`src/rtl/ssu_consts.vh`:
```
`ifndef SSU_CONSTS_VH
`define SSU_CONSTS_VH

// ****************************************
// register byte offsets
// ****************************************
`define SSU_OFS_CONTROL_ONE 8'h00
`define SSU_OFS_STATUS 8'h04
`define SSU_OFS_BUFFER 8'h08
`define SSU_OFS_IRQ 8'h0C
`define SSU_OFS_PIN_CFG 8'h10

// ****************************************
// serial_control_one fields
// ****************************************
`define SSU_CTRL_WRITE_COLLISION_FLAG 7
`define SSU_CTRL_OVF 6
`define SSU_CTRL_EN 5
`define SSU_CTRL_CPOL 4
`define SSU_CTRL_MODE_HI 3
`define SSU_CTRL_MODE_LO 0

// ****************************************
// serial_status fields
// ****************************************
`define SSU_STAT_SMP 7
`define SSU_STAT_CKE 6
`define SSU_STAT_BF 0

// ****************************************
// irq and pin config fields
// ****************************************
`define SSU_IRQ_FLAG 0
`define SSU_IRQ_ENABLE 1
`define SSU_PIN_SDO_INPUT 0

// ****************************************
// reset values
// ****************************************
`define SSU_RST_CONTROL_ONE 8'h00
`define SSU_RST_STATUS 8'h00
`define SSU_RST_BUFFER 8'h00

// ****************************************
// port_mode_select codes
// ****************************************
`define SSU_MODE_MST_DIV4 4'h0
`define SSU_MODE_MST_DIV16 4'h1
`define SSU_MODE_MST_DIV64 4'h2
`define SSU_MODE_MST_TIMER 4'h3
`define SSU_MODE_SLV_SS 4'h4
`define SSU_MODE_SLV_FREE 4'h5

// ****************************************
// timing: core cycles per half bit period, bits and clock edges per byte
// ****************************************
`define SSU_HALF_DIV4 6'h02
`define SSU_HALF_DIV16 6'h08
`define SSU_HALF_DIV64 6'h20
`define SSU_BITS_PER_BYTE 4'h8
`define SSU_EDGES_PER_BYTE 5'h10

`endif

```
`src/rtl/ssu_rate_gen.v`:
```
`timescale 1ns/100ps
`default_nettype none
`include "ssu_consts.vh"

module ssu_rate_gen (
  input wire core_clk_i,
  input wire reset_n_i,
  input wire clear_i,
  input wire hold_i,
  input wire [1:0] rate_i,
  input wire timer_tick_i,
  output reg tick_o
);

  // ****************************************
  // half bit period divider
  // ****************************************
  reg [5:0] count;
  reg [5:0] half;

  always @* begin
    case (rate_i)
      2'h0: half = `SSU_HALF_DIV4;
      2'h1: half = `SSU_HALF_DIV16;
      default: half = `SSU_HALF_DIV64;
    endcase
  end

  // hold freezes the count so a sleeping transfer resumes in place
  always @(posedge core_clk_i) begin
    if (!reset_n_i || clear_i) begin
      count <= 6'h00;
      tick_o <= 1'b0;
    end else if (hold_i) begin
      tick_o <= 1'b0;
    end else if (rate_i == 2'h3) begin
      tick_o <= timer_tick_i;
    end else if (count == half - 6'h01) begin
      count <= 6'h00;
      tick_o <= 1'b1;
    end else begin
      count <= count + 6'h01;
      tick_o <= 1'b0;
    end
  end

endmodule
`default_nettype wire

```
`src/rtl/ssu_pin_edge.v`:
```
`timescale 1ns/100ps
`default_nettype none

module ssu_pin_edge (
  input wire core_clk_i,
  input wire reset_n_i,
  input wire sck_i,
  input wire sdi_i,
  input wire ss_n_i,
  output reg sdi_q_o,
  output reg ss_n_q_o,
  output wire sck_rise_o,
  output wire sck_fall_o
);

  // ****************************************
  // pin capture and clock edge detect
  // ****************************************
  reg sck_q;
  reg sck_prev;

  // ss resets high so a reset never looks like a selected slave
  always @(posedge core_clk_i) begin
    if (!reset_n_i) begin
      sck_q <= 1'b0;
      sck_prev <= 1'b0;
      sdi_q_o <= 1'b0;
      ss_n_q_o <= 1'b1;
    end else begin
      sck_q <= sck_i;
      sck_prev <= sck_q;
      sdi_q_o <= sdi_i;
      ss_n_q_o <= ss_n_i;
    end
  end

  assign sck_rise_o = sck_q & ~sck_prev;
  assign sck_fall_o = ~sck_q & sck_prev;

endmodule
`default_nettype wire

```
`src/rtl/ssu_top.v`:
```
// Function
// - select gating only in mode code 4
// - select low enables shifting, drives output
// - select high floats output two clocks later
// - select high resets port in mode 4
// - port reset zeroes bit counter
// - output configured input: receive only
// - master freezes in sleep, then resumes
// - master completion wakes when interrupt enabled
// - slave shifts independent of sleep
// - slave byte sets flag, may wake
// - device reset disables port, aborts transfer
// - polarity and edge bits give SPI modes
// - sample phase bit moves input sampling in master modes
// - four mode bits pick role, rate
// - polarity bit sets clock idle level
// - msb first, byte to buffer, flags
// - write while shifting dropped, collision flag
//
// Added by the designer: the Wishbone slave port and the placing of the registers.
`timescale 1ns/100ps
`default_nettype none
`include "ssu_consts.vh"

module ssu_top (
  input wire core_clk_i,
  input wire reset_n_i,
  input wire [7:0] wb_adr_i,
  input wire [31:0] wb_dat_i,
  input wire [3:0] wb_sel_i,
  input wire wb_we_i,
  input wire wb_cyc_i,
  input wire wb_stb_i,
  output reg [31:0] wb_dat_o,
  output reg wb_ack_o,
  input wire sck_i,
  output reg sck_o,
  output reg sck_oe_o,
  input wire sdi_i,
  output reg sdo_o,
  output reg sdo_oe_o,
  input wire ss_n_i,
  input wire timer_tick_i,
  input wire sleep_i,
  output reg wake_o
);

  localparam M_IDLE = 1'b0;
  localparam M_RUN = 1'b1;

  // ****************************************
  // state
  // ****************************************
  reg [7:0] serial_control_one;
  reg sample_phase;
  reg cke;
  reg buffer_full_flag;
  reg [7:0] serial_buffer;
  reg [7:0] tx_shift;
  reg [7:0] serial_shift_register;
  reg port_interrupt_flag;
  reg port_interrupt_enable;
  reg sdo_as_input;
  reg m_state;
  reg [4:0] edge_cnt;
  reg [3:0] bit_cnt;
  reg late_pend;
  reg seen_out;
  reg sck_drv;
  reg [1:0] m_samp_dly;

  wire sdi_q;
  wire ss_n_q;
  wire sck_rise;
  wire sck_fall;
  wire tick;

  wire port_enable = serial_control_one[`SSU_CTRL_EN];
  wire clock_polarity = serial_control_one[`SSU_CTRL_CPOL];
  wire [3:0] port_mode_select = serial_control_one[`SSU_CTRL_MODE_HI:`SSU_CTRL_MODE_LO];
  wire write_collision_flag = serial_control_one[`SSU_CTRL_WRITE_COLLISION_FLAG];
  wire receive_overflow_flag = serial_control_one[`SSU_CTRL_OVF];

  // ****************************************
  // mode decode
  // ****************************************
  wire is_master = (port_mode_select <= `SSU_MODE_MST_TIMER);
  wire is_slave_ss = (port_mode_select == `SSU_MODE_SLV_SS);
  wire is_slave_free = (port_mode_select == `SSU_MODE_SLV_FREE);
  wire mode_valid = is_master | is_slave_ss | is_slave_free;
  // codes above 5 belong to the two-wire mode and keep the port idle
  wire port_rst = ~port_enable | ~mode_valid | (is_slave_ss & ss_n_q);
  wire slave_act = ~port_rst & (is_slave_free | is_slave_ss);

  // ****************************************
  // pins and rate
  // ****************************************
  ssu_pin_edge u_pin (
    .core_clk_i(core_clk_i),
    .reset_n_i(reset_n_i),
    .sck_i(sck_i),
    .sdi_i(sdi_i),
    .ss_n_i(ss_n_i),
    .sdi_q_o(sdi_q),
    .ss_n_q_o(ss_n_q),
    .sck_rise_o(sck_rise),
    .sck_fall_o(sck_fall)
  );

  ssu_rate_gen u_rate (
    .core_clk_i(core_clk_i),
    .reset_n_i(reset_n_i),
    .clear_i(m_state == M_IDLE),
    .hold_i(sleep_i),
    .rate_i(port_mode_select[1:0]),
    .timer_tick_i(timer_tick_i),
    .tick_o(tick)
  );

  // ****************************************
  // edge classification
  // ****************************************
  wire m_tick = ~port_rst & is_master & (m_state == M_RUN) & tick;
  wire m_toggle = m_tick & (edge_cnt < `SSU_EDGES_PER_BYTE);
  wire m_lead = m_toggle & (sck_drv == clock_polarity);
  wire m_trail = m_toggle & (sck_drv != clock_polarity);
  // slave edges come from the pin, so sleep has no effect on them
  wire s_lead = slave_act & (clock_polarity ? sck_fall : sck_rise);
  wire s_trail = slave_act & (clock_polarity ? sck_rise : sck_fall);
  wire ev_lead = is_master ? m_lead : s_lead;
  wire ev_trail = is_master ? m_trail : s_trail;
  wire out_ev = cke ? ev_trail : ev_lead;
  wire samp_norm = cke ? ev_lead : ev_trail;
  // late sampling is master only; master samples wait out the clock and data pin flops
  wire late_mode = is_master & sample_phase;
  wire m_samp = late_mode ? (late_pend & m_tick) : m_samp_dly[1];
  wire samp_ev = (is_master ? m_samp : samp_norm) & (bit_cnt < `SSU_BITS_PER_BYTE);
  wire shift_out = out_ev & (cke | seen_out);
  wire byte_done = samp_ev & (bit_cnt == `SSU_BITS_PER_BYTE - 4'h1);
  wire m_end = m_tick & (edge_cnt == `SSU_EDGES_PER_BYTE) & ~late_pend & ~(|m_samp_dly);
  wire [7:0] rx_next = {serial_shift_register[6:0], sdi_q};

  // ****************************************
  // bus decode
  // ****************************************
  wire bus_req = wb_cyc_i & wb_stb_i & ~wb_ack_o;
  wire wr_acc = bus_req & wb_we_i & wb_sel_i[0];
  wire rd_acc = bus_req & ~wb_we_i;
  wire [7:0] wdat = wb_dat_i[7:0];
  wire busy = is_master ? (m_state == M_RUN) : (bit_cnt != 4'h0);
  wire buf_wr = wr_acc & (wb_adr_i == `SSU_OFS_BUFFER);
  wire buf_rd = rd_acc & (wb_adr_i == `SSU_OFS_BUFFER);
  wire write_collision_flag_set = buf_wr & busy;
  wire buf_take = buf_wr & ~busy;
  wire ovf_set = byte_done & ~is_master & buffer_full_flag & ~buf_rd;
  wire ctrl_wr = wr_acc & (wb_adr_i == `SSU_OFS_CONTROL_ONE);
  wire irq_wr = wr_acc & (wb_adr_i == `SSU_OFS_IRQ);

  reg [7:0] next_control;
  reg next_flag;

  // flags only software clears, by writing zero; a set in the same cycle wins
  always @* begin
    next_control = serial_control_one;
    if (ctrl_wr) begin
      next_control[5:0] = wdat[5:0];
      next_control[`SSU_CTRL_WRITE_COLLISION_FLAG] = write_collision_flag & wdat[`SSU_CTRL_WRITE_COLLISION_FLAG];
      next_control[`SSU_CTRL_OVF] = receive_overflow_flag & wdat[`SSU_CTRL_OVF];
    end
    if (write_collision_flag_set) next_control[`SSU_CTRL_WRITE_COLLISION_FLAG] = 1'b1;
    if (ovf_set) next_control[`SSU_CTRL_OVF] = 1'b1;
    next_flag = port_interrupt_flag;
    if (irq_wr) begin
      next_flag = port_interrupt_flag & wdat[`SSU_IRQ_FLAG];
    end
    if (byte_done) begin
      next_flag = 1'b1;
    end
  end

  // ****************************************
  // registers
  // ****************************************
  always @(posedge core_clk_i) begin
    if (!reset_n_i) begin
      serial_control_one <= `SSU_RST_CONTROL_ONE;
      sample_phase <= 1'b0;
      cke <= 1'b0;
      port_interrupt_flag <= 1'b0;
      port_interrupt_enable <= 1'b0;
      sdo_as_input <= 1'b0;
    end else begin
      serial_control_one <= next_control;
      port_interrupt_flag <= next_flag;
      if (wr_acc && wb_adr_i == `SSU_OFS_STATUS) begin
        sample_phase <= wdat[`SSU_STAT_SMP];
        cke <= wdat[`SSU_STAT_CKE];
      end
      if (irq_wr) begin
        port_interrupt_enable <= wdat[`SSU_IRQ_ENABLE];
      end
      if (wr_acc && wb_adr_i == `SSU_OFS_PIN_CFG) begin
        sdo_as_input <= wdat[`SSU_PIN_SDO_INPUT];
      end
    end
  end

  // ****************************************
  // buffer and full flag
  // ****************************************
  always @(posedge core_clk_i) begin
    if (!reset_n_i) begin
      serial_buffer <= `SSU_RST_BUFFER;
      buffer_full_flag <= 1'b0;
    end else if (!port_enable) begin
      buffer_full_flag <= 1'b0;
    end else if (byte_done && !ovf_set) begin
      serial_buffer <= rx_next;
      buffer_full_flag <= 1'b1;
    end else if (buf_rd) begin
      buffer_full_flag <= 1'b0;
    end
  end

  // ****************************************
  // shift engine
  // ****************************************
  always @(posedge core_clk_i) begin
    if (!reset_n_i) begin
      m_state <= M_IDLE;
      edge_cnt <= 5'h00;
      bit_cnt <= 4'h0;
      late_pend <= 1'b0;
      seen_out <= 1'b0;
      sck_drv <= 1'b0;
      tx_shift <= 8'h00;
      serial_shift_register <= 8'h00;
      m_samp_dly <= 2'h0;
    end else begin
      if (buf_take) begin
        tx_shift <= wdat;
      end else if (shift_out) begin
        tx_shift <= {tx_shift[6:0], 1'b0};
      end
      m_samp_dly <= port_rst ? 2'h0 : {m_samp_dly[0], ~late_mode & samp_norm & is_master};
      if (port_rst) begin
        // a partial byte is abandoned; the next frame starts clean
        m_state <= M_IDLE;
        edge_cnt <= 5'h00;
        bit_cnt <= 4'h0;
        late_pend <= 1'b0;
        seen_out <= 1'b0;
        sck_drv <= clock_polarity;
      end else begin
        if (samp_ev) begin
          serial_shift_register <= rx_next;
          bit_cnt <= byte_done ? 4'h0 : bit_cnt + 4'h1;
        end
        if (out_ev) begin
          seen_out <= ~byte_done;
        end else if (byte_done) begin
          seen_out <= 1'b0;
        end
        if (late_mode && samp_norm) begin
          late_pend <= 1'b1;
        end else if (samp_ev) begin
          late_pend <= 1'b0;
        end
        case (m_state)
          M_IDLE: begin
            sck_drv <= clock_polarity;
            edge_cnt <= 5'h00;
            if (buf_take && is_master) begin
              m_state <= M_RUN;
              seen_out <= 1'b0;
            end
          end
          M_RUN: begin
            if (m_toggle) begin
              sck_drv <= ~sck_drv;
              edge_cnt <= edge_cnt + 5'h01;
            end
            if (m_end) begin
              m_state <= M_IDLE;
            end
          end
          default: m_state <= M_IDLE;
        endcase
      end
    end
  end

  // ****************************************
  // pins and wake
  // ****************************************
  // one cycle after the registered select, since every output is a flop
  always @(posedge core_clk_i) begin
    if (!reset_n_i) begin
      sdo_o <= 1'b0;
      sdo_oe_o <= 1'b0;
      sck_o <= 1'b0;
      sck_oe_o <= 1'b0;
      wake_o <= 1'b0;
    end else begin
      sdo_o <= tx_shift[7];
      sdo_oe_o <= ~port_rst & ~sdo_as_input & (is_master | slave_act);
      sck_o <= is_master ? sck_drv : clock_polarity;
      sck_oe_o <= port_enable & is_master;
      wake_o <= next_flag & port_interrupt_enable;
    end
  end

  // ****************************************
  // wishbone answer
  // ****************************************
  reg [7:0] rd_mux;

  always @* begin
    case (wb_adr_i)
      `SSU_OFS_CONTROL_ONE: rd_mux = serial_control_one;
      `SSU_OFS_STATUS: rd_mux = {sample_phase, cke, 5'h00, buffer_full_flag};
      `SSU_OFS_BUFFER: rd_mux = serial_buffer;
      `SSU_OFS_IRQ: rd_mux = {6'h00, port_interrupt_enable, port_interrupt_flag};
      `SSU_OFS_PIN_CFG: rd_mux = {7'h00, sdo_as_input};
      default: rd_mux = 8'h00;
    endcase
  end

  always @(posedge core_clk_i) begin
    if (!reset_n_i) begin
      wb_ack_o <= 1'b0;
      wb_dat_o <= 32'h00000000;
    end else begin
      wb_ack_o <= bus_req;
      wb_dat_o <= rd_acc ? {24'h000000, rd_mux} : 32'h00000000;
    end
  end

endmodule
`default_nettype wire

```
`config.mk`:
```
export PLATFORM = sky130hd
export DESIGN_NAME = ssu_top
export DESIGN_NICKNAME = d
export VERILOG_FILES = /design/src/rtl/ssu_rate_gen.v /design/src/rtl/ssu_pin_edge.v /design/src/rtl/ssu_top.v
export VERILOG_INCLUDE_DIRS = /design/src /design/src/rtl
export SDC_FILE = /design/constraint.sdc
export NUM_CORES = 1
export LEC_CHECK = 0
export ABC_CLOCK_PERIOD_IN_PS = 2580
export BUFFER_PORTS_ARGS = -buffer_cell sky130_fd_sc_hd__clkbuf_2
export CORE_MARGIN = 2
export CORE_UTILIZATION = 50
export CTS_BUF_LIST = sky130_fd_sc_hd__clkbuf_16
export CTS_CLUSTER_DIAMETER = 150
export DETAILED_ROUTE_END_ITERATION = 10
export GPL_TIMING_DRIVEN = 0
export PLACE_DENSITY = 0.83
export SYNTH_ARGS = -nofsm -noshare
export SYNTH_HDL_FRONTEND = slang
export SYNTH_HIERARCHICAL = 1
export SYNTH_SLANG_ARGS = --single-unit
```
`constraint.sdc`:
```
create_clock -name core_clk_i -period 2.58 [get_ports core_clk_i]
set_input_delay 0.516 -clock core_clk_i [delete_from_list [all_inputs] [get_ports core_clk_i]]
set_output_delay 0.516 -clock core_clk_i [all_outputs]
set_load 0.02 [all_outputs]
```
Word-level counts from Yosys, hierarchy flattened
Cells that the tools add are included.
- logic and storage cells: 188
- output and inout port bits: 38
- register bits after elaboration: 101
- bits of input ports: 54
- equal/unequal tests: 15
- add/subtract/negate cells: 4
- $lt $le $gt $ge: 3
- reduce and logical (&&, ||, !) cells: 24
- multiplexer cells: 39
- bitwise operators: 70
- operators by type and width (cell ; count):
    AND 1 bit ; 43
    one-hot mux 8 bit (5 select lines) ; 1
    2-to-1 mux 1 bit ; 28
    2-to-1 mux 8 bit ; 3
    inverter 1 bit ; 20
    equality test 8 x 4 -> 1 bit (second input constant) ; 2
    equality test 4 x 3 -> 1 bit (second input constant) ; 3
    one-hot mux 6 bit (2 select lines) ; 1
    one-hot mux 5 bit (2 select lines) ; 1
    AND reduction 2 bit ; 5
    nonzero test 2 bit ; 5
    equality test 8 x 3 -> 1 bit (second input constant) ; 1
    equality test 8 x 5 -> 1 bit (second input constant) ; 1
    zero test 8 bit ; 1
    OR 1 bit ; 7
    adder 6 x 1 -> 6 bit (second input constant) ; 1
    equality test 6 bit ; 1
    2-to-1 mux 6 bit ; 1
    OR reduction 2 bit ; 3
    subtractor 6 x 1 -> 6 bit (second input constant) ; 1
    adder 5 x 1 -> 5 bit (second input constant) ; 1
    equality test 5 bit (second input constant) ; 1
    logical AND 1 bit ; 5
    less-than comparator 5 bit (second input constant) ; 1
    16 further kinds ; 18

Longest topological paths before layout
- depth in word-level cells: 23
- gate-level depth with buffers: 8
- depth with buffers taken out: 6

Hierarchy
The synthesis kept the hierarchy.
- by module, submodules not included (module ; times used ; sequential area each (sq um) ; area each (sq um) ; cells an instance):
    ssu_top ; 1 ; 1321.3 ; 3305.7 ; 362
    ssu_rate_gen ; 1 ; 140.1 ; 391.6 ; 42
    ssu_pin_edge ; 1 ; 80.1 ; 117.6 ; 10

Least setup slack after synthesis
No wires, ideal clock.
- kind: input to register
- start: in wb_adr_i[1]
- end: reg serial_buffer[0]
- path slack: 0.490 ns
- arrival: 2.019 ns
- path buffers: 0
- required time: 2.508 ns
- cell stages on the path: 5
- library setup time: 0.072 ns
- cell sequence: nor3_4 nand4b_4 o311a_4 nor4_4 mux2i_1
- longest elaborated chain between the ends: 7
- RTL lines (what ; line ; text):
    start, declared ; ssu_top.v:28 ; input wire [7:0] wb_adr_i,
    equality test 8 x 4 -> 1 bit ; - ;
    AND 1 bit ; ssu_top.v:152 ; wire buf_rd = rd_acc & (wb_adr_i == `SSU_OFS_BUFFER);
    inverter 1 bit ; ssu_top.v:155 ; wire ovf_set = byte_done & ~is_master & buffer_full_flag & ~buf_rd;
    AND 1 bit ; ssu_top.v:155 ;
    zero test 1 bit ; ssu_top.v:217 ; end else if (byte_done && !ovf_set) begin
    logical AND 1 bit ; ssu_top.v:217 ;
    AND reduction 2 bit (no source line) ; - ;
    end signal, assigned ; ssu_top.v:213 ; serial_buffer <= `SSU_RST_BUFFER;
    end signal, assigned ; ssu_top.v:218 ; serial_buffer <= rx_next;
    end, declared ; ssu_top.v:58 ; reg [7:0] serial_buffer;
Every way passes these cells.
A chain may end at the register's enable or synchronous reset.

Worst setup path after layout
- start: reg serial_control_one[3]
- end: reg tx_shift[4]
- longest elaborated chain between the ends: 16
- elaborated cells on any way between the ends: 29
- those cells by class: 1 x order compare; 2 x eq/ne; 5 x mux; 20 x bitwise; 1 x reduce/logical
- RTL lines (what ; line ; text):
    start, declared ; ssu_top.v:54 ; reg [7:0] serial_control_one;
    start signal, assigned ; ssu_top.v:186 ; serial_control_one <= `SSU_RST_CONTROL_ONE;
    start signal, assigned ; ssu_top.v:193 ; serial_control_one <= next_control;
    <= comparator 4 x 2 -> 1 bit (no source line) or equality test 4 x 3 -> 1 bit (tied branches) ; - ;
    OR 1 bit (2 in a row) ; ssu_top.v:90 ; wire mode_valid = is_master | is_slave_ss | is_slave_free;
    inverter 1 bit ; ssu_top.v:92 ; wire port_rst = ~port_enable | ~mode_valid | (is_slave_ss & ss_n_q);
    OR 1 bit (2 in a row) ; ssu_top.v:92 ;
    inverter 1 bit (no source line) ; - ;
    AND 1 bit (3 in a row) ; ssu_top.v:123 ; wire m_tick = ~port_rst & is_master & (m_state == M_RUN) & tick;
    AND 1 bit ; ssu_top.v:124 ; wire m_toggle = m_tick & (edge_cnt < `SSU_EDGES_PER_BYTE);
    AND 1 bit, on equally long branches ; ssu_top.v:125, ssu_top.v:126 ;
    2-to-1 mux 1 bit, on equally long branches ; ssu_top.v:130, ssu_top.v:131 ;
    2-to-1 mux 1 bit ; ssu_top.v:132 ; wire out_ev = cke ? ev_trail : ev_lead;
    AND 1 bit ; ssu_top.v:138 ; wire shift_out = out_ev & (cke | seen_out);
    nonzero test 2 bit (no source line) ; - ;
    end signal, assigned ; ssu_top.v:241 ; tx_shift <= wdat;
    end signal, assigned ; ssu_top.v:243 ; tx_shift <= {tx_shift[6:0], 1'b0};
    end, declared ; ssu_top.v:59 ; reg [7:0] tx_shift;
Parallel ways exist; a longest one is shown, timed or not.

==> summary.txt <==
Max Root-Sink Buffers -> 2
P_leak -> 1.835 nW
Syn Inst Count -> 414
RePlAce Congestion -> 0.8912
largest net degree at the start of global routing -> 14
critical path class -> reg -> reg
Final Power -> 0.002658 W
die extent in y -> 91.35 um
Top delay family on crit path -> buffers and inverters
Synth Flop Type -> dfxtp_1
Routed Antenna Nets -> 0
via count -> 3204
# DRC -> 0
Final min period -> 2327 ps
Cell Int Power -> 0.002087 W
syn avg cell area -> 9.215 um^2
num ports -> 92
critical path's largest stage delay -> 510 ps
dpl hpwl -> 6.338 mm
critical path capture point type -> flop
Root Driver -> clkbuf_16
crit path max fanout -> 10
WL/cell -> 15.04 um
Worst-Margin Slew -> 764.2 ps
antenna cells -> 0
Setup violations, final -> 0
PD cells -> 587.2 nW/um^2
core area -> 7331 um^2
hold buffers post-CTS -> 0
worst vdd ir -> 0.0003723 V
Num CTS Buffers -> 9
Switch Pwr -> 0.0005713 W
Yosys warning count -> 6
Cell Chain, Critical Path -> or2_1 -> clkbuf_1 -> a31oi_1 -> or4_1 -> clkbuf_1 -> buf_2 -> o21ai_0 -> a31oi_1
GRT overflow -> 0
part of the Yosys area used for sequential elements -> 40.41%
Max Cap Viol -> 0
die width -> 91.35 um
first-pass GRT wire length -> 14.51 mm
Detailed Routing Iterations Pass 1 -> 6
Cell variety after synth -> 65
critical path's slowest cell -> dfxtp_1
Async SR Flop Fraction -> 0%
area of the multi-input gates -> 2069 um^2
final worst path period share -> 90.17%
CP arrival -> 2540 ps
htree depth -> 3
Initial Util -> 52.04%
Reg area -> 1541 um^2
final WL -> 8.888 mm
commonest non-fill, non-tap cell in the layout -> dfxtp_1
crit start category -> flop
final setup TNS -> 0 ps
combinational share of power -> 5.7%
outcome -> complete, no violations
worst path buffer plus inverter count -> 3
Seq cells post-synth -> 77
CP required -> 2790 ps
share of layout cells above drive strength 1 -> 21.34%
post_cts resized -> 0
sequential fraction of design power -> 44.9%
Clk Latency, worst-skew pair -> 340 ps
row cnt -> 31
Slew Viols, Final -> 0
number of global-route vias before repair -> 3040
switching share of power -> 21.49%
total track usage -> 21.89%
Setup Buffers After CTS -> 0
worst min-delay path category -> in -> reg
Mapped Area -> 3815 um^2
Avg Vias per Cell -> 5.421
commonest cells after routing, fill and taps aside -> 77 x dfxtp_1, 39 x clkbuf_2, 37 x mux2i_1
nets@finish -> 546
die area -> 8345 um^2
skew final -> 6.793 ps
port bufs -> 39
Reg clk slew, reported paths -> 60 ps
clock share of power -> 49.4%
Relative slew margins -> 48.67%
Fmax -> 0.4298 GHz
Num Clock Sinks -> 77
Starting DRT DRC Count -> 289
final hold vios -> 0
fillcell total -> 624
EDFF count, synth -> 0
CTS tree -> yes
area growth from synthesis to layout -> 18.66%
RSZ-0062 raised after global routing -> no
antenna violations before repair -> 0
layer usage:
| layer | GRT usage (%) | wire length, um |
|---|---|---|
| met2 | 36.98 | 4252 |
| met1 | 27.51 | 3863 |
| met5 | 0 | 0 |
| met3 | 4.481 | 637 |
| met4 | 8.207 | 135 |
Yosys cell counts, types with 8 or more instances:
master,instances,area share [%]
nor3_1,12,1.6
nand2_1,33,3.2
o21ai_0,19,2.5
a31oi_1,9,1.5
nor2_1,32,3.1
nand3_1,16,2.1
buf_4,26,5.1
xor2_1,8,1.8
inv_1,9,0.89
nor2b_1,18,3.0
mux2i_1,37,9.7
a21oi_1,10,1.3
dfxtp_1,77,40
through the flow:
step           utilization (%)  cell area [um^2]  setup WS, ps  hold WS (ps)  cells
6_report                 61.75              4527         253.5         355.5    591
5_1_grt                  61.75              4527         50.36         356.1    591
4_1_cts                  61.75              4527         285.2         352.5    591
3_5_place_dp             57.57              4220         87.19         439.0    575
3_3_place_gp             57.57              4220         181.0         437.5    575
2_1_floorplan                -              3901         489.5         412.2    437
cell families (layout without fill, tap and decap cells):
logic type / Yosys count / in the layout / share of synthesized area (%)
other: 1 / 24 / 0.09830
AO/OA/AOI/OAI: 69 / 69 / 12.73
XOR/XNOR: 11 / 11 / 2.526
buffers and inverters: 48 / 103 / 7.609
multiplexers: 38 / 38 / 10.00
adder cells (fa/ha/maj): 5 / 5 / 1.640
flip-flops: 77 / 77 / 40.41
AND/OR/NAND/NOR: 165 / 165 / 24.99
area by class of cell:
type | instances | share of cell area, %
buffer | 39 | 5.666
clock buffer | 9 | 4.975
clock inverter | 7 | 1.797
inverter | 9 | 0.7463
multi-input combinational | 312 | 45.72
sequential | 77 | 34.05
tap | 99 | 2.736
timing repair buffer | 39 | 4.312
registers in the layout, summed over array words and instances (netlist names), 2 cells and up:
signal	count
serial_buffer	8
serial_control_one	8
tx_shift	8
wb_dat_o	8
serial_shift_register	7
u_rate/count	6
edge_cnt	5
bit_cnt	4
m_samp_dly	2
final timing paths:
check                                           from                         to  slack, ps  depth (start not counted)
hold reg to reg            sdo_as_input$_SDFFE_PN0P_        sdo_oe_o$_SDFF_PN0_        460                          1
setup reg to reg  serial_control_one[3]$_SDFFE_PN0P_   tx_shift[4]$_SDFFE_PN0P_        250                          8
setup / recovery  serial_control_one[3]$_SDFFE_PN0P_   tx_shift[4]$_SDFFE_PN0P_        250                          8
hold / removal                                ss_n_i  u_pin/ss_n_q_o$_SDFF_PN1_        360                          2
power groups by stage:
stage | clock [W] | combinational [W] | sequential, W
2_1_floorplan | 0 | 0.000104 | 0.00122
3_3_place_gp | 0 | 0.000146 | 0.00122
3_5_place_dp | 0 | 0.000148 | 0.00122
4_1_cts | 0.00132 | 0.000149 | 0.00119
5_1_grt | 0.00138 | 0.000162 | 0.00119
6_report | 0.00131 | 0.000151 | 0.00119
No activity file was read; power rests on OpenSTA's default activity.
